<file path="config.mk">
export PLATFORM = sky130hd
export DESIGN_NAME = pic_ctrl
export DESIGN_NICKNAME = d
export VERILOG_FILES = /design/src/pic_pkg.sv /design/src/pic_arb_if.sv /design/src/pic_ctrl.sv /design/src/pic_arbiter.sv
export SDC_FILE = /design/constraint.sdc
export NUM_CORES = 1
export LEC_CHECK = 0
export BUFFER_PORTS_ARGS = -buffer_cell sky130_fd_sc_hd__buf_2
export CAP_MARGIN = 20
export CORE_AREA = 2 2 94 96
export CTS_BUF_LIST = sky130_fd_sc_hd__clkbuf_8 sky130_fd_sc_hd__clkbuf_16
export CTS_CLUSTER_SIZE = 30
export DETAILED_ROUTE_END_ITERATION = 7
export DIE_AREA = 0 0 96 98
export GPL_ROUTABILITY_DRIVEN = 1
export GPL_TIMING_DRIVEN = 0
export PLACE_DENSITY = 0.71
export SLEW_MARGIN = 20
export SYNTH_ARGS = -nofsm -noshare
export SYNTH_HDL_FRONTEND = slang
export SYNTH_SLANG_ARGS = --single-unit
export TNS_END_PERCENT = 100
</file>
<file path="constraint.sdc">
create_clock -name pclk -period 8.05 [get_ports pclk]
set_clock_uncertainty 0.2 [all_clocks]
set_input_delay 0.4025 -clock pclk [delete_from_list [all_inputs] [get_ports pclk]]
set_output_delay 0.4025 -clock pclk [all_outputs]
set_load 0.05 [all_outputs]
</file>
<file path="src/pic_pkg.sv">
// Constants, register map and state types of the priority interrupt controller.
// Assumes a 32-bit APB register bus and eight polled interrupt sources.
package pic_pkg;

	// Number of sources and priority levels.
	localparam int PIC_NSRC = 8;
	localparam int PIC_NLVL = 4;
	localparam int PIC_AW = 12;

	// Register byte offsets.
	localparam logic [11:0] PIC_OFF_EN_MAIN = 12'h0A8;
	localparam logic [11:0] PIC_OFF_EN_AUX = 12'h0E8;
	localparam logic [11:0] PIC_OFF_PRIO0_LO = 12'h0B8;
	localparam logic [11:0] PIC_OFF_PRIO0_HI = 12'h0BC;
	localparam logic [11:0] PIC_OFF_PRIO1_LO = 12'h0F8;
	localparam logic [11:0] PIC_OFF_PRIO1_HI = 12'h0FC;
	localparam logic [11:0] PIC_OFF_MAIN_SET = 12'h100;
	localparam logic [11:0] PIC_OFF_MAIN_CLR = 12'h104;
	localparam logic [11:0] PIC_OFF_AUX_SET = 12'h108;
	localparam logic [11:0] PIC_OFF_AUX_CLR = 12'h10C;
	localparam logic [11:0] PIC_OFF_STATUS = 12'h110;

	// Reset value of every control register.
	localparam logic [7:0] PIC_RST_BYTE = 8'h00;

	// Field positions.
	localparam int PIC_GLOBAL_BIT = 7;
	localparam int PIC_BO_BIT = 4;
	localparam int PIC_EBO_BIT = 3;
	localparam int PIC_ST_REQ = 4;
	localparam int PIC_ST_LVL = 5;
	localparam int PIC_ST_SRC = 8;
	localparam int PIC_ST_VEC = 16;

	// Poll position of each source: 0 ext0, 1 brownout, 2 timer0, 3 ext1,
	// 4 timer1, 5 counter array, 6 serial/SPI, 7 timer2.
	localparam int PIC_IDX_EXT0 = 0;
	localparam int PIC_IDX_BO = 1;
	localparam int PIC_IDX_EXT1 = 3;

	// Enable and priority bit position in the main registers per poll position.
	localparam int PIC_SRC_BIT [PIC_NSRC] = '{0, 3, 1, 2, 3, 6, 4, 5};

	// Vector address per poll position.
	localparam logic [15:0] PIC_VECTOR [PIC_NSRC] = '{
		16'h0003, 16'h004B, 16'h000B, 16'h0013,
		16'h001B, 16'h0033, 16'h0023, 16'h002B};

	// Complete state of the controller.
	typedef struct packed {
		logic [7:0] en_main;
		logic en_bo;
		logic [6:0] prio_lo0;
		logic [6:0] prio_hi0;
		logic bo_lo;
		logic bo_hi;
		logic [3:0] in_svc;
		logic req;
		logic [2:0] src;
		logic [1:0] lvl;
		logic [15:0] vec;
		logic wake;
		logic [31:0] prdata;
	} pic_state_s;

endpackage : pic_pkg

</file>
<file path="src/pic_arb_if.sv">
// Carrier between the controller core and its priority arbiter.
// Assumes both ends run on the same clock; the arbiter is combinational.
`timescale 1ns/1ps
interface pic_arb_if;
	import pic_pkg::*;
	logic [PIC_NSRC-1:0] req;
	logic [PIC_NSRC-1:0][1:0] lvl;
	logic win_valid;
	logic [2:0] win_idx;
	logic [1:0] win_lvl;
	modport client (output req, output lvl, input win_valid, input win_idx, input win_lvl);
	modport arbiter (input req, input lvl, output win_valid, output win_idx, output win_lvl);
endinterface : pic_arb_if

</file>
<file path="src/pic_ctrl.sv">
// Priority interrupt controller with an APB register slave and a CPU vector port.
// Assumes peripherals hold their pending flags until software clears them.
// Operation
// - Eight sources are arbitrated across four priority levels.
// - Serial and SPI requests share one source with vector 0023H.
// - External 0 vectors to 0003H and is polled first.
// - External 1 vectors to 0013H and is polled fourth.
// - Timer 0 to 000BH, timer 1 to 001BH, timer 2 either flag to 002BH.
// - Brownout vectors to 004BH; counter array flags vector to 0033H.
// - Equal levels follow the fixed poll order ext0 first, timer 2 last.
// - Only the two external sources wake the device from power-down.
// - Main enable bit 7 is the global enable; clear blocks all service.
// - Main enable bit 6 enables the counter array source.
// - Main enable bit 4 enables serial/SPI, bit 5 enables timer 2.
// - Main enable bit 3 enables timer 1, bit 1 enables timer 0.
// - Main enable bit 2 enables external 1, bit 0 enables external 0.
// - Auxiliary enable bit 3 enables the brownout source.
// - Both enable registers reset to 00H and allow bit set, clear, byte writes.
// - Each source has low and high priority bits in separate registers.
// - Brownout priority uses bit 4 of both secondary priority registers.
`timescale 1ns/1ps
module pic_ctrl (
	// Clock and reset.
	input wire logic pclk,
	input wire logic presetn,
	// APB slave.
	input wire logic psel,
	input wire logic penable,
	input wire logic pwrite,
	input wire logic [pic_pkg::PIC_AW-1:0] paddr,
	input wire logic [31:0] pwdata,
	output logic [31:0] prdata,
	output logic pready,
	output logic pslverr,
	// Interrupt sources.
	input wire logic ext0_pending,
	input wire logic ext1_pending,
	input wire logic brownout_detect,
	input wire logic timer0_overflow,
	input wire logic timer1_overflow,
	input wire logic timer2_overflow,
	input wire logic timer2_external_flag,
	input wire logic counter_wrap_flag,
	input wire logic [4:0] module_match_flag,
	input wire logic uart_tx_done,
	input wire logic uart_rx_done,
	input wire logic spi_transfer_done,
	// CPU vector port.
	output logic irq_req,
	output logic [15:0] irq_vector,
	output logic [1:0] irq_level,
	output logic [2:0] irq_source,
	input wire logic irq_ack,
	input wire logic irq_return,
	// Power-down wake request.
	output logic power_down_wake
);
	import pic_pkg::*;

	pic_state_s st_r;
	pic_state_s st_nxt;
	logic [PIC_NSRC-1:0] pend;
	logic [PIC_NSRC-1:0] elig;
	logic [PIC_NSRC-1:0][1:0] src_lvl;
	logic svc_any;
	logic [1:0] svc_top;
	logic wr_acc;
	logic setup;
	logic addr_ok;
	logic [7:0] wb;

	pic_arb_if arb ();

	// Winner selection among the eligible sources.
	pic_arbiter #(
		.NSRC(PIC_NSRC)
	) u_arbiter (
		.arb(arb)
	);

	// Pending conditions in poll order; shared sources are merged here.
	assign pend[0] = ext0_pending;
	assign pend[1] = brownout_detect;
	assign pend[2] = timer0_overflow;
	assign pend[3] = ext1_pending;
	assign pend[4] = timer1_overflow;
	assign pend[5] = counter_wrap_flag | (|module_match_flag);
	assign pend[6] = uart_tx_done | uart_rx_done | spi_transfer_done;
	assign pend[7] = timer2_overflow | timer2_external_flag;

	// Per-source gating by individual and global enable, and level from the bit pair.
	for (genvar i = 0; i < PIC_NSRC; i++) begin : g_src
		if (i == PIC_IDX_BO) begin : g_bo
			assign elig[i] = pend[i] & st_r.en_bo & st_r.en_main[PIC_GLOBAL_BIT];
			assign src_lvl[i] = {st_r.bo_hi, st_r.bo_lo};
		end else begin : g_main
			// Bits 0 to 6 of the main register each enable one source.
			assign elig[i] = pend[i] & st_r.en_main[PIC_SRC_BIT[i]]
				& st_r.en_main[PIC_GLOBAL_BIT];
			assign src_lvl[i] = {st_r.prio_hi0[PIC_SRC_BIT[i]],
				st_r.prio_lo0[PIC_SRC_BIT[i]]};
		end
	end

	assign arb.req = elig;
	assign arb.lvl = src_lvl;

	// Highest level currently in service.
	always_comb begin
		svc_any = 1'b0;
		svc_top = 2'h0;
		for (int l = 0; l < PIC_NLVL; l++) begin
			if (st_r.in_svc[l]) begin
				svc_any = 1'b1;
				svc_top = 2'(l);
			end
		end
	end

	// APB phase and address decode; the slave answers in the first access cycle.
	assign setup = psel & ~penable;
	assign wr_acc = psel & penable & pwrite & addr_ok;
	assign wb = pwdata[7:0];
	always_comb begin
		unique case (paddr)
			PIC_OFF_EN_MAIN, PIC_OFF_EN_AUX, PIC_OFF_PRIO0_LO, PIC_OFF_PRIO0_HI,
			PIC_OFF_PRIO1_LO, PIC_OFF_PRIO1_HI, PIC_OFF_MAIN_SET, PIC_OFF_MAIN_CLR,
			PIC_OFF_AUX_SET, PIC_OFF_AUX_CLR, PIC_OFF_STATUS: addr_ok = 1'b1;
			default: addr_ok = 1'b0;
		endcase
	end

	// Next state: register writes, read capture, service stack and vector output.
	always_comb begin
		st_nxt = st_r;
		// Read data is captured in the setup cycle and presented during access.
		if (setup) begin
			st_nxt.prdata = 32'h0000_0000;
			unique case (paddr)
				PIC_OFF_EN_MAIN, PIC_OFF_MAIN_SET, PIC_OFF_MAIN_CLR: begin
					st_nxt.prdata[7:0] = st_r.en_main;
				end
				PIC_OFF_EN_AUX, PIC_OFF_AUX_SET, PIC_OFF_AUX_CLR: begin
					st_nxt.prdata[PIC_EBO_BIT] = st_r.en_bo;
				end
				PIC_OFF_PRIO0_LO: st_nxt.prdata[6:0] = st_r.prio_lo0;
				PIC_OFF_PRIO0_HI: st_nxt.prdata[6:0] = st_r.prio_hi0;
				PIC_OFF_PRIO1_LO: st_nxt.prdata[PIC_BO_BIT] = st_r.bo_lo;
				PIC_OFF_PRIO1_HI: st_nxt.prdata[PIC_BO_BIT] = st_r.bo_hi;
				PIC_OFF_STATUS: begin
					st_nxt.prdata[3:0] = st_r.in_svc;
					st_nxt.prdata[PIC_ST_REQ] = st_r.req;
					st_nxt.prdata[PIC_ST_LVL +: 2] = st_r.lvl;
					st_nxt.prdata[PIC_ST_SRC +: 3] = st_r.src;
					st_nxt.prdata[PIC_ST_VEC +: 16] = st_r.vec;
				end
				default: st_nxt.prdata = 32'h0000_0000;
			endcase
		end
		// Whole-byte writes and bitwise set and clear aliases.
		if (wr_acc) begin
			unique case (paddr)
				PIC_OFF_EN_MAIN: st_nxt.en_main = wb;
				PIC_OFF_MAIN_SET: st_nxt.en_main = st_r.en_main | wb;
				PIC_OFF_MAIN_CLR: st_nxt.en_main = st_r.en_main & ~wb;
				PIC_OFF_EN_AUX: st_nxt.en_bo = wb[PIC_EBO_BIT];
				PIC_OFF_AUX_SET: st_nxt.en_bo = st_r.en_bo | wb[PIC_EBO_BIT];
				PIC_OFF_AUX_CLR: st_nxt.en_bo = st_r.en_bo & ~wb[PIC_EBO_BIT];
				PIC_OFF_PRIO0_LO: st_nxt.prio_lo0 = wb[6:0];
				PIC_OFF_PRIO0_HI: st_nxt.prio_hi0 = wb[6:0];
				PIC_OFF_PRIO1_LO: st_nxt.bo_lo = wb[PIC_BO_BIT];
				PIC_OFF_PRIO1_HI: st_nxt.bo_hi = wb[PIC_BO_BIT];
				default: st_nxt.en_main = st_r.en_main;
			endcase
		end
		// A return retires the top level; a same-cycle acknowledge then sets its own.
		if (irq_return && svc_any) begin
			st_nxt.in_svc[svc_top] = 1'b0;
		end
		if (irq_ack && st_r.req) begin
			st_nxt.in_svc[st_r.lvl] = 1'b1;
		end
		// Offer a winner only above the running level; drop it for a cycle after acknowledge.
		st_nxt.req = arb.win_valid && (!svc_any || arb.win_lvl > svc_top)
			&& !(irq_ack && st_r.req);
		st_nxt.src = arb.win_idx;
		st_nxt.lvl = arb.win_lvl;
		st_nxt.vec = PIC_VECTOR[arb.win_idx];
		// Only the external sources raise the wake request.
		st_nxt.wake = elig[PIC_IDX_EXT0] | elig[PIC_IDX_EXT1];
	end

	// State register; every control register resets to zero.
	always_ff @(posedge pclk or negedge presetn) begin
		if (!presetn) begin
			st_r <= '0;
		end else begin
			st_r <= st_nxt;
		end
	end

	// Output assignments.
	assign prdata = st_r.prdata;
	assign pready = 1'b1;
	assign pslverr = psel & penable & ~addr_ok;
	assign irq_req = st_r.req;
	assign irq_vector = st_r.vec;
	assign irq_level = st_r.lvl;
	assign irq_source = st_r.src;
	assign power_down_wake = st_r.wake;
endmodule : pic_ctrl

</file>
<file path="src/pic_arbiter.sv">
// Combinational winner picker: highest level first, lowest poll position on ties.
// Assumes requests are already gated by their enables.
`timescale 1ns/1ps
module pic_arbiter #(
	parameter int NSRC = 8
) (
	// Request and winner carrier.
	pic_arb_if.arbiter arb
);
	import pic_pkg::*;

	// The winner index is three bits wide, so at most eight sources fit.
	if (NSRC < 2 || NSRC > PIC_NSRC) begin : g_bad_nsrc
		$error("pic_arbiter: NSRC must lie between 2 and 8.");
	end

	// Walk from the last poll position down so that ties go to the earlier one.
	always_comb begin
		arb.win_valid = 1'b0;
		arb.win_idx = 3'h0;
		arb.win_lvl = 2'h0;
		for (int i = NSRC - 1; i >= 0; i--) begin
			if (arb.req[i] && (!arb.win_valid || arb.lvl[i] >= arb.win_lvl)) begin
				arb.win_valid = 1'b1;
				arb.win_idx = 3'(i);
				arb.win_lvl = arb.lvl[i];
			end
		end
	end

endmodule : pic_arbiter

</file>
## Word level (Yosys, flattened, before mapping)

Memory sizes are Yosys's and may differ from the RTL's. A register that Yosys moved wholly into a read port is not among the register bits.
Cells that the tools add are included.

| word-level totals | value |
|---|---|
| register bits | 63 |
| memory bits (read-only) | 128 |
| word-level logic and storage cells | 164 |
| memories | 1 |

| operators by class | value |
|---|---|
| order comparisons | 12 |
| eq/ne operators | 11 |
| mux-type cells | 47 |
| bitwise gates (word level) | 38 |
| reduce and logical (&&, ||, !) cells | 43 |

Memory list:

| memory | depth | bits a word | read ports | clocked after memory_dff | wr ports | RTL line | RTL |
|---|---|---|---|---|---|---|---|
| (name not given) | 8 | 16 | 1 | 1 | 0 | pic_ctrl.sv:188 | `st_nxt.vec = PIC_VECTOR[arb.win_idx];` |

Operators by type and width:

| kind | count |
|---|---|
| $eq A12 B8 Y1 const B | 6 |
| $eq A12 B9 Y1 const B | 5 |
| $mux W3 | 9 |
| $pmux W8 S3 | 1 |
| $and A1 B1 Y1 | 22 |
| $mux W2 | 10 |
| $mux W1 | 17 |
| $mux W16 | 1 |
| $ge A2 B2 Y1 | 7 |
| $logic_and A1 B1 Y1 | 13 |
| $pmux W3 S4 | 1 |
| $reduce_and A2 Y1 | 6 |
| $reduce_or A11 Y1 | 1 |
| $logic_not A1 Y1 | 10 |
| $and A8 B8 Y8 | 1 |
| $logic_or A1 B1 Y1 | 8 |
| $mux W4 | 2 |
| $not A8 Y8 | 1 |
| $or A8 B8 Y8 | 1 |
| $pmux W2 S4 | 1 |
| $lt A2 B3 Y1 const B | 2 |
| $or A1 B1 Y1 | 6 |
| $pmux W1 S6 | 1 |
| $reduce_bool A3 Y1 | 2 |
| other kinds (12) | 17 |

## Depth between registers and ports, before layout

Gate-level depths: netlist (run 1).

| logic depth | value |
|---|---|
| depth in word-level cells | 36 |
| mapped depth | 50 |
| gate-level depth less buffers | 50 |

## Modules after synthesis

Synthesis (run 1) repeated with hierarchy kept, for this count alone.

| second synthesis, totals | value |
|---|---|
| cell total of the unflattened synthesis | 428 |
| area, all modules | 4060.1 sq um |

By module, submodules not included:

| module | times used | cells each | area each (sq um) | seq. area each (sq um) |
|---|---|---|---|---|
| pic_ctrl | 1 | 333 | 3329.4 | 1426.4 |
| pic_arbiter | 1 | 95 | 730.7 | 0.0 |

## Least setup slack after synthesis (run 1)

OpenSTA, ideal clock, no wires.

| timing path | value |
|---|---|
| path type | input to register |
| start | in timer2_external_flag |
| end | reg st_r, in the netlist irq_req |
| setup time | 0.120 ns |
| arrival | 8.550 ns |
| required time | 7.730 ns |
| slack | -0.820 ns |
| cell stages on the path | 49 |
| buffers on the path | 0 |
| cell sequence | o211a_1 > and2_1 > ha_1 > nand2b_1 > a21o_1 > a21oi_1 > a22o_1 > ha_1 > nand2b_1 > a221oi_1 > nor2_1 > a221oi_2 > nor2_1 > ha_1 > nand2b_1 > a21oi_1 > o2bb2ai_1 > nand2_1 > [13 not listed] > ha_1 > nand2b_1 > a21oi_1 > a21o_1 > nor2_1 > a31oi_1 > ha_1 > nand2b_1 > a21oi_1 > o22a_1 > nand2_1 > o22ai_1 > a31oi_1 > ha_1 > a21oi_1 > a21oi_1 > o21ai_0 > nor2_1 |

RTL lines:

| item | RTL line | RTL |
|---|---|---|
| start: declaration | pic_ctrl.sv:42 | `input wire logic timer2_external_flag,` |
| end signal: assignment | pic_ctrl.sv:198 | `st_r <= st_nxt;` |
| end: declaration | pic_ctrl.sv:60 | `pic_state_s st_r;` |

==> results of run 1 <==
synthesized netlist by cell type (6+ instances only):
library cell	number
nand3_1	9
nor2_1	18
nand2_1	59
nand2b_1	10
inv_1	16
ha_1	19
a22o_1	6
nor3_1	9
o21ai_0	25
buf_4	54
a21o_1	6
dfrtp_1	57
mux2_2	16
a21oi_1	31
repair_timing:
| item | CTS | global route |
|---|---|---|
| pin swaps | 25 | 24 |
| hold buffers | 1 | 0 |
| resized for setup | 25 | 26 |
| setup endpoints to repair | 10 | 10 |
| setup buffers | 29 | 13 |
| hold endpoints to repair | 57 | 0 |
kinds of logic (layout without fill, tap and decap cells):
logic type               count (synthesis)  count (layout)  share of synthesized area
flip-flops                              57              57                     0.3769
other                                    2              27                   0.001984
buffers and inverters                   80             203                     0.1345
XOR/XNOR                                 1               1                   0.002314
AND/OR/NAND/NOR                        124             124                     0.1511
multiplexers                            20              20                    0.05818
adder cells (fa/ha/maj)                 19              19                    0.06281
AO/OA/AOI/OAI                          114             114                     0.2122
power by group through the flow:
stage	Clock [mW]	Sequential, mW	Combinational, mW
after floorplan	0	0.293	0.0509
after detailed placement	0	0.293	0.0739
after CTS	0.281	0.288	0.0743
final	0.277	0.288	0.0742
after global routing	0.293	0.288	0.0804
after global placement	0	0.293	0.0728
worst max-delay path: cells and delay by family (launching register included):
kind / cells / cell delay, ns
compound gates: 25 / 4.06
fa+ha+maj: 8 / 2.10
simple gates: 12 / 1.61
flops: 1 / 0.39
buf+inv: 2 / 0.19
final cells by class:
| cell class | instances | area share |
|---|---|---|
| clock buffers | 10 | 0.02656 |
| well taps | 108 | 0.02607 |
| clock inverters | 6 | 0.01280 |
| inverters | 17 | 0.01328 |
| flip-flops and latches | 57 | 0.2755 |
| repair buffers | 107 | 0.1270 |
| plain buffers | 63 | 0.08595 |
| multi-input cells | 305 | 0.4329 |
sequential cells by signal, summed over array words and instances (netlist names):
signal and count:
irq_req 1, arb.lvl 16, power_down_wake 1, prdata 16, irq_level 2, st_r 13
irq_vector 5, irq_source 3
final timing paths:
check | endpoint | slack (ns) | cells past startpoint
min | arb.lvl[15]$_DFFE_PN0P_ | 0.16 | 2
min reg2reg | prdata[8]$_DFFE_PN0P_ | 0.28 | 2
min in group asynchronous | prdata[6]$_DFFE_PN0P_ | 0.45 | 2
max in group asynchronous | arb.lvl[14]$_DFFE_PN0P_ | 6.70 | 2
max | irq_req$_DFF_PN0_ | -0.62 | 47
max reg2reg | irq_req$_DFF_PN0_ | -0.62 | 47
stage by stage:
step	area (um^2)	TNS (ns)	worst slack, ns
after global routing	5182	-5.914	-1.020
after floorplan	4005	-0.2816	-0.2732
after global placement	4501	-4.837	-0.9239
after detailed placement	4503	-6.440	-1.096
after CTS	5049	-1.712	-0.4836
final	5182	-2.511	-0.6190
layer usage:
layer / up-vias / global-route usage
li1: 1705 / -
met1: 1744 / 0.2939
met2: 158 / 0.3494
met3: 21 / 0.04090
met4: 0 / 0.06813
met5: - / 0
==> flow_summary.yaml, run 1 <==
floorplanning:
  core-area_mm2: 0.008466
  initial_utilization: 0.4471
  rows: 34
  die_area_mm2: 0.009408
  die_h_um: 98
  die_x_um: 96
  boundaryPins: 124
placement:
  dp.cells: 622
  hpwl_um: 7143
  globalplace.congestion: 0.8497
  portBuffers: 72
layout:
  layout_commonest_cell: "buf_4"
  nets: 646
  regArea_mm2: 0.001428
  final_cell_mix: "81 x buf_4, 76 x buf_2, 56 x dfrtp_1"
  drive_gt1_frac: 0.4372
  stdcell_count: 673
  multi_input_area_mm2: 0.002243
  antenna_cells: 0
  area_growth_pct: 36.93
  post-route-util: 0.6122
  nFillCells: 737
detailed_routing:
  wl_per_cell_um: 14.99
  via_per_inst: 5.391
  wl_met2_um: 4990
  ant_nets: 0
  top_layer: "met4"
  drtIter0Drc: 269
  drc: 0
  wl_met1_um: 4245
  route.met3.wl_um: 678
  dr.pass1.iters: 5
  vias: 3628
  wirelength_um: 10090
pwr:
  seqPwrFrac: 0.451
  power_mw: 0.6392
  ir_drop_mv: 0.08193
  switching_share: 0.2789
  internal_power_mw: 0.4609
  powerDensity_mw_per_mm2: 123.3
  p_clk_frac: 0.433
  combPwrFrac: 0.116
  switchingPower_mw: 0.1783
  power_leakage_nw: 2.707
clock_network:
  clockRootBuffer: "clkbuf_8"
  cts_buffers: 9
  cts.sinks: 57
  htreeDepth: 3
  path_clk_slew_ns: 0.07
  tritoncts: "built"
  clk_latency_ns: 0.34
  cts_buffer_depth: 2
critical_path:
  critPathMaxStageDelay_ns: 0.39
  startpoint_type: "flip-flop"
  cp_max_fo: 7
  crit_type: "reg2reg"
  crit_top_cell: "ha_1"
  crit_start: "st_r[81]$_DFFE_PN0P_"
  worstPathRequired_ns: 8.08
  crit_path_end_kind: "flip-flop"
  timing.rr.start: "st_r[81]$_DFFE_PN0P_"
  crit_arrival_ns: 8.70
  slowest_stage: "dfrtp_1"
hold_path:
  worstHoldPathType: "in2reg"
  hp-start: "pwdata[5]"
yosys:
  syn_inst: 417
  yosysSeqAreaShare: 0.3769
  synth_area_mm2: 0.003785
  synth_top_area_share: 0.3769
  synth_area_leaders: "dfrtp_1 38%, buf_4 11%, ha_1 6.3%"
  synthDistinctLibCells: 53
  synthFlopType: "dfrtp_1"
  ys_warn_count: 0
  ys_ff_latch: 57
  synth_area_leader_cell: "dfrtp_1"
  synth_edf_count: 0
  async_flop_share: 1.000
  syn_avg_cell_area_um2: 9.076
grt:
  antenna_found_initial: 0
  grt-ovfl-total: 0
  grtUsageTotal: 0.2172
  grt_pass1_vias: 3279
  grt_max_degree: 58
  grt_pass1_wl_um: 15920
sta:
  worst_slack_ns: -0.6190
  max-slew-margin-rel: 0.1245
  timing_worst_slew_pin_value_ns: 1.297
  slew_viol_final: 0
  fin_crit_sh: 1.077
  fin_hold_ws_ns: 0.1569
  hold_viol: 0
  max_freq_ghz: 0.1154
  setup_viol: 8
  fin_crit_ns: 8.669
  rsz0062_at_grt: "true"
outcome:
  status: "complete, but fails checks"
  violations: "setup timing"
run:
  drv_cap: 0
No activity file was read; power rests on OpenSTA's default activity.
==> run 2: changes to the inputs <==
--- a/config.mk
+++ b/config.mk
@@ -7,15 +7,15 @@
 export LEC_CHECK = 0
 export BUFFER_PORTS_ARGS = -buffer_cell sky130_fd_sc_hd__buf_2
 export CAP_MARGIN = 20
-export CORE_AREA = 2 2 94 96
-export CTS_BUF_LIST = sky130_fd_sc_hd__clkbuf_8 sky130_fd_sc_hd__clkbuf_16
+export CORE_AREA = 2 2 92 94
+export CTS_BUF_LIST = sky130_fd_sc_hd__clkbuf_4 sky130_fd_sc_hd__clkbuf_8
 export CTS_CLUSTER_SIZE = 30
 export DETAILED_ROUTE_END_ITERATION = 7
-export DIE_AREA = 0 0 96 98
+export DIE_AREA = 0 0 94 96
 export GPL_ROUTABILITY_DRIVEN = 1
 export GPL_TIMING_DRIVEN = 0
-export PLACE_DENSITY = 0.71
-export SLEW_MARGIN = 20
+export PLACE_DENSITY = 0.74
+export SLEW_MARGIN = 15
 export SYNTH_ARGS = -nofsm -noshare
 export SYNTH_HDL_FRONTEND = slang
 export SYNTH_SLANG_ARGS = --single-unit
==> flow_summary.yaml, run 2 (synthesized netlist as in run 1, its figures left out) <==
hold_path:
  hold_end: "arb.lvl[15]$_DFFE_PN0P_"
  worstHoldPathType: "in2reg"
  holdPathStages: 2
  hp-start: "pwdata[5]"
pwr:
  combPwrFrac: 0.123
  switchingPower_mw: 0.1752
  internal_power_mw: 0.4295
  switching_share: 0.2897
  power_leakage_nw: 2.704
  seqPwrFrac: 0.476
  p_clk_frac: 0.401
  ir_drop_mv: 0.05823
  powerDensity_mw_per_mm2: 116.2
floorplanning:
  initial_utilization: 0.4701
  die_x_um: 94
  core-area_mm2: 0.008051
  rows: 33
  boundaryPins: 124
  die_area_mm2: 0.009024
  die_h_um: 96
run:
  drv_cap: 0
placement:
  hpwl_um: 7165
  portBuffers: 72
  dp.cells: 619
  globalplace.congestion: 0.8927
grt:
  grt_pass1_vias: 3244
  grt_max_degree: 58
  antenna_found_initial: 0
  grtUsageTotal: 0.2259
  grt_pass1_wl_um: 15680
  grt-ovfl-total: 0
sta:
  hold_viol: 0
  setup_viol: 10
  fin_crit_sh: 1.086
  timing_worst_slew_pin_value_ns: 0.9994
  max_freq_ghz: 0.1143
  fin_crit_ns: 8.745
  worst_slack_ns: -0.6953
  slew_viol_final: 0
  rsz0062_at_grt: "true"
  max-slew-margin-rel: 0.3286
clock_network:
  htreeDepth: 3
  tritoncts: "built"
  path_clk_slew_ns: 0.07
  clockRootBuffer: "clkbuf_8"
  cts.sinks: 57
  cts_buffers: 9
  cts_buffer_depth: 2
  clk_latency_ns: 0.34
outcome:
  status: "complete, but fails checks"
  violations: "setup timing"
layout:
  post-route-util: 0.6465
  nets: 648
  area_growth_pct: 37.52
  antenna_cells: 0
  stdcell_count: 672
  layout_commonest_cell: "buf_4"
  final_cell_mix: "87 x buf_4, 76 x buf_2, 57 x dfrtp_1"
  drive_gt1_frac: 0.4497
  nFillCells: 667
detailed_routing:
  via_per_inst: 5.415
  dr.pass1.iters: 5
  ant_nets: 0
  vias: 3639
  wirelength_um: 10410
  wl_per_cell_um: 15.49
  drtIter0Drc: 239
  drc: 0
critical_path:
  crit_path_end_kind: "flip-flop"
  worstPathRequired_ns: 8.08
  ff2ff_path_depth: 47
  crit_type: "reg2reg"
  startpoint_type: "flip-flop"
  slowest_stage: "dfrtp_1"
  crit_arrival_ns: 8.78
  rrSetupSlack_ns: -0.70
  critPathMaxStageDelay_ns: 0.39
  cp_max_fo: 8
  r2r_end: "irq_req$_DFF_PN0_"
  timing.rr.start: "st_r[83]$_DFFE_PN0P_"
-- run 2: cell count changes in the layout (fill, tap and decap cells not counted), sizes merged --
cell,delta
bufinv,-1
buf,+2
clkinvlp,-1
clkinv,+2
-- run 2: power groups by stage --
stage	clock [mW]	sequential (mW)	combinational [mW]
global route	0.256	0.288	0.0800
finish	0.242	0.288	0.0743
detailed placement	0	0.294	0.0736
floorplan	0	0.293	0.0509
CTS	0.244	0.288	0.0741
global placement	0	0.294	0.0725
-- run 2: worst max-delay path by stage --
stage	startpoint	to	slack [ns]	cells past startpoint
final	st_r[83]$_DFFE_PN0P_	irq_req$_DFF_PN0_	-0.70	47
after global routing	st_r[83]$_DFFE_PN0P_	irq_req$_DFF_PN0_	-1.17	49
after CTS	st_r[83]$_DFFE_PN0P_	irq_req$_DFF_PN0_	-0.47	48
after detailed placement	timer2_overflow	irq_req$_DFF_PN0_	-1.12	47
after global placement	timer2_overflow	irq_req$_DFF_PN0_	-0.95	47
after floorplan	timer2_overflow	irq_req$_DFF_PN0_	-0.27	47
-- run 2: metal layers --
layer	up-vias	wire (um)	global-route usage
met5	-	0	0
met4	0	209	0.07367
met3	22	773	0.04542
met2	166	5172	0.3917
li1	1719	-	-
met1	1732	4255	0.2834
-- run 2: repair_timing --
action / in CTS / in global routing
resized for setup: 21 / 24
hold endpoints to repair: 57 / 0
cloned: 0 / 0
setup buffers: 30 / 7
pin swaps: 19 / 36
hold buffers: 1 / 0
endpoints found under the setup margin: 10 / 10
-- run 2: final cells by class --
class                   count  area [um^2]  area share
plain buffers              63        445.4     0.08558
clock buffers              10        137.6     0.02644
clock inverters             6        42.54    0.008173
inverters                  17        63.81     0.01226
multi-input cells         305         2300      0.4418
flip-flops and latches     57         1426      0.2740
well taps                 105        131.4     0.02524
repair buffers            109        658.1      0.1264
-- run 2: worst max-delay path, delay by kind of cell (launching register included) --
family	cells	cell delay, ns
flops	1	0.39
simple gates	13	1.62
fa+ha+maj	8	2.09
compound gates	26	4.32
-- run 2: through the flow --
step	TNS [ns]	total power [mW]	hold WS (ns)	worst slack [ns]	instance area [um^2]
global placement	-4.840	0.3660	0.2627	-0.9525	4497
CTS	-1.286	0.6064	0.1453	-0.4714	5026
detailed placement	-6.408	0.3671	0.2728	-1.115	4499
global route	-7.294	0.6242	0.1649	-1.172	5205
finish	-2.926	0.6047	0.1565	-0.6953	5205
floorplan	-0.2816	0.3442	-0.09309	-0.2732	4005
==> run 3: changes to the inputs <==
--- a/config.mk
+++ b/config.mk
@@ -5,16 +5,17 @@
 export SDC_FILE = /design/constraint.sdc
 export NUM_CORES = 1
 export LEC_CHECK = 0
+export ABC_AREA = 1
 export BUFFER_PORTS_ARGS = -buffer_cell sky130_fd_sc_hd__buf_2
 export CAP_MARGIN = 20
-export CORE_AREA = 2 2 92 94
+export CORE_AREA = 2 2 96 98
 export CTS_BUF_LIST = sky130_fd_sc_hd__clkbuf_4 sky130_fd_sc_hd__clkbuf_8
 export CTS_CLUSTER_SIZE = 30
 export DETAILED_ROUTE_END_ITERATION = 7
-export DIE_AREA = 0 0 94 96
+export DIE_AREA = 0 0 98 100
 export GPL_ROUTABILITY_DRIVEN = 1
 export GPL_TIMING_DRIVEN = 0
-export PLACE_DENSITY = 0.74
+export PLACE_DENSITY = 0.73
 export SLEW_MARGIN = 15
 export SYNTH_ARGS = -nofsm -noshare
 export SYNTH_HDL_FRONTEND = slang
==> flow_summary.yaml, run 3 <==
clock_network:
  cts.sinks: 57
  clk_latency_ns: 0.34
  cts_buffers: 9
  tritoncts: "built"
  htreeDepth: 3
  path_clk_slew_ns: 0.08
  cts_buffer_depth: 2
  clockRootBuffer: "clkbuf_8"
floorplanning:
  boundaryPins: 124
  initial_utilization: 0.4678
  die_h_um: 100
  rows: 35
  die_x_um: 98
  die_area_mm2: 0.009800
  core-area_mm2: 0.008890
grt:
  grtUsageMet2: 0.3836
  met3_usage: 0.03482
  grt_max_degree: 58
  antenna_found_initial: 0
  use_met1: 0.2905
  grt_pass1_vias: 3825
  grt_pass1_wl_um: 17730
  grt-ovfl-total: 0
  grtUsageTotal: 0.2235
  grt-busiest-layer: "met2"
sta:
  max_freq_ghz: 0.1289
  fin_crit_ns: 7.756
  setup_viol: 0
  timing_worst_slew_pin_value_ns: 0.8421
  hold_viol: 0
  slew_viol_final: 0
  max-slew-margin-rel: 0.4326
  fin_crit_sh: 0.9635
  fin_hold_ws_ns: 0.1022
placement:
  globalplace.congestion: 0.9628
  portBuffers: 73
  hpwl_um: 8154
  dp.cells: 786
  postPlaceCellArea_mm2: 0.004760
pwr:
  switchingPower_mw: 0.1795
  powerDensity_mw_per_mm2: 117.4
  p_clk_frac: 0.421
  internal_power_mw: 0.4574
  combPwrFrac: 0.127
  ir_drop_mv: 0.07731
  power_leakage_nw: 3.015
  switching_share: 0.2818
  seqPwrFrac: 0.452
critical_path:
  cp_max_fo: 6
  critPathMaxStageDelay_ns: 0.36
  crit_arrival_ns: 7.79
  slowest_stage: "dfrtp_1"
  startpoint_type: "flip-flop"
  worstPathRequired_ns: 8.08
  crit_buf_inv: 10
  crit_type: "reg2reg"
  crit_path_end_kind: "flip-flop"
  crit_top_cell: "nand2_2"
  cpLargestDelayFamily: "simple AND/OR/NAND/NOR gates"
layout:
  layout_commonest_cell: "nand2_1"
  area_growth_pct: 30.48
  stdcell_count: 826
  fin_area_mm2: 0.005426
  nets: 796
  antenna_cells: 0
  drive_gt1_frac: 0.3594
  final_cell_mix: "146 x nand2_1, 76 x buf_4, 75 x buf_2"
  nFillCells: 786
yosys:
  yosysMostFrequentCell: "nand2_1"
  synth_area_leader_cell: "dfrtp_1"
  ys_top_cells_by_count: "167 x nand2_1, 70 x inv_1, 57 x dfrtp_1"
  synth_area_leaders: "dfrtp_1 34%, nand2_1 15%, buf_4 9.7%"
  synthFlopType: "dfrtp_1"
  ys_ff_latch: 57
  syn_avg_cell_area_um2: 7.208
  ys_warn_count: 0
  syn_inst: 577
  synthDistinctLibCells: 39
  yosysSeqAreaShare: 0.3430
  synth_area_mm2: 0.004159
  async_flop_share: 1.000
  synth_top_area_share: 0.3430
  synth_edf_count: 0
detailed_routing:
  vias: 4155
  wirelength_um: 11300
  drtIter0Drc: 231
  via_per_inst: 5.030
  ant_nets: 0
  wl_per_cell_um: 13.68
  drc: 0
  dr.pass1.iters: 5
hold_path:
  worstHoldPathType: "in2reg"
run:
  drv_cap: 0
outcome:
  status: "complete, no violations"
run 3: cell count changes after synthesis, sizes merged, moves of 7 or more:
cell,change
a21o,-7
a21oi,-12
inv,+57
mux2,-16
nand2,+112
nand2b,-10
nand3,+43
nor2,+12
o21ai,+31
run 3: cells by family (layout without fill, tap and decap cells):
logic type               count (synthesis)  in the layout  share of synthesized area
AO/OA/AOI/OAI                           89             89                     0.1285
XOR/XNOR                                 1              1                   0.002106
adder cells (fa/ha/maj)                 19             19                    0.05716
buffers and inverters                  135            248                     0.1733
flip-flops                              57             57                     0.3430
other                                    2             27                   0.001806
AND/OR/NAND/NOR                        274            274                     0.2942
run 3: routing by layer:
metal / vias to the layer above / routed length (um)
met5: - / 0
met4: 0 / 280
met3: 27 / 738
met2: 173 / 5536
met1: 1889 / 4741
li1: 2066 / -
run 3: worst reg2reg max path, delay by kind of cell, from the launching register on:
kind,cells,cell delay (ns)
compound gates,13,1.49
fa+ha+maj,8,1.95
buf+inv,10,0.69
flops,1,0.36
simple gates,31,2.96
run 3: what timing repair did:
item,in CTS,in global routing
hold buffers,1,0
setup buffers,13,10
endpoints found under the setup margin,5,10
endpoints found under the hold margin,57,0
gates resized for setup,10,64
pin swaps,9,37
run 3: area by class of cell:
cell class	instances	area, um^2	share of cell area
clock buffer	10	131.4	0.02421
sequential	57	1426	0.2629
tap	111	138.9	0.02559
buffer	61	442.9	0.08162
inverter	74	282.8	0.05211
timing repair buffer	97	558.0	0.1028
clock inverter	6	68.82	0.01268
multi-input combinational	410	2377	0.4381
run 3: path summary, 6_finish.rpt:
| path | start | endpoint | slack [ns] | cells past startpoint |
|---|---|---|---|---|
| setup / recovery | st_r[83]$_DFFE_PN0P_ | irq_req$_DFF_PN0_ | 0.29 | 62 |
| hold / removal | irq_return | st_r[58]$_DFF_PN0_ | 0.10 | 2 |
| setup reg to reg | st_r[83]$_DFFE_PN0P_ | irq_req$_DFF_PN0_ | 0.29 | 62 |
| hold reg to reg | prdata[5]$_DFFE_PN0P_ | prdata[5]$_DFFE_PN0P_ | 0.28 | 2 |
| max in group asynchronous | presetn | st_r[77]$_DFFE_PN0P_ | 6.69 | 2 |
| min in group asynchronous | presetn | irq_vector[1]$_DFF_PN0_ | 0.46 | 2 |
run 3: metrics by stage:
stage / setup TNS [ns] / util / total power, mW / setup slack (ns)
floorplan: 0 / - / 0.3500 / 0.4392
global placement: -0.8975 / 0.5351 / 0.3718 / -0.4342
detailed placement: -1.884 / 0.5354 / 0.3732 / -0.6519
CTS: 0 / 0.5719 / 0.6402 / 0.02324
global route: -0.6210 / 0.6104 / 0.6598 / -0.3297
finish: 0 / 0.6104 / 0.6369 / 0.2941
run 3: power groups by stage:
stage                     combinational [mW]  clock, mW  sequential [mW]
after detailed placement              0.0800          0            0.293
after CTS                             0.0805      0.272            0.288
after global routing                  0.0876      0.285            0.288
final                                 0.0808      0.268            0.288
after floorplan                       0.0569          0            0.293
after global placement                0.0786          0            0.293
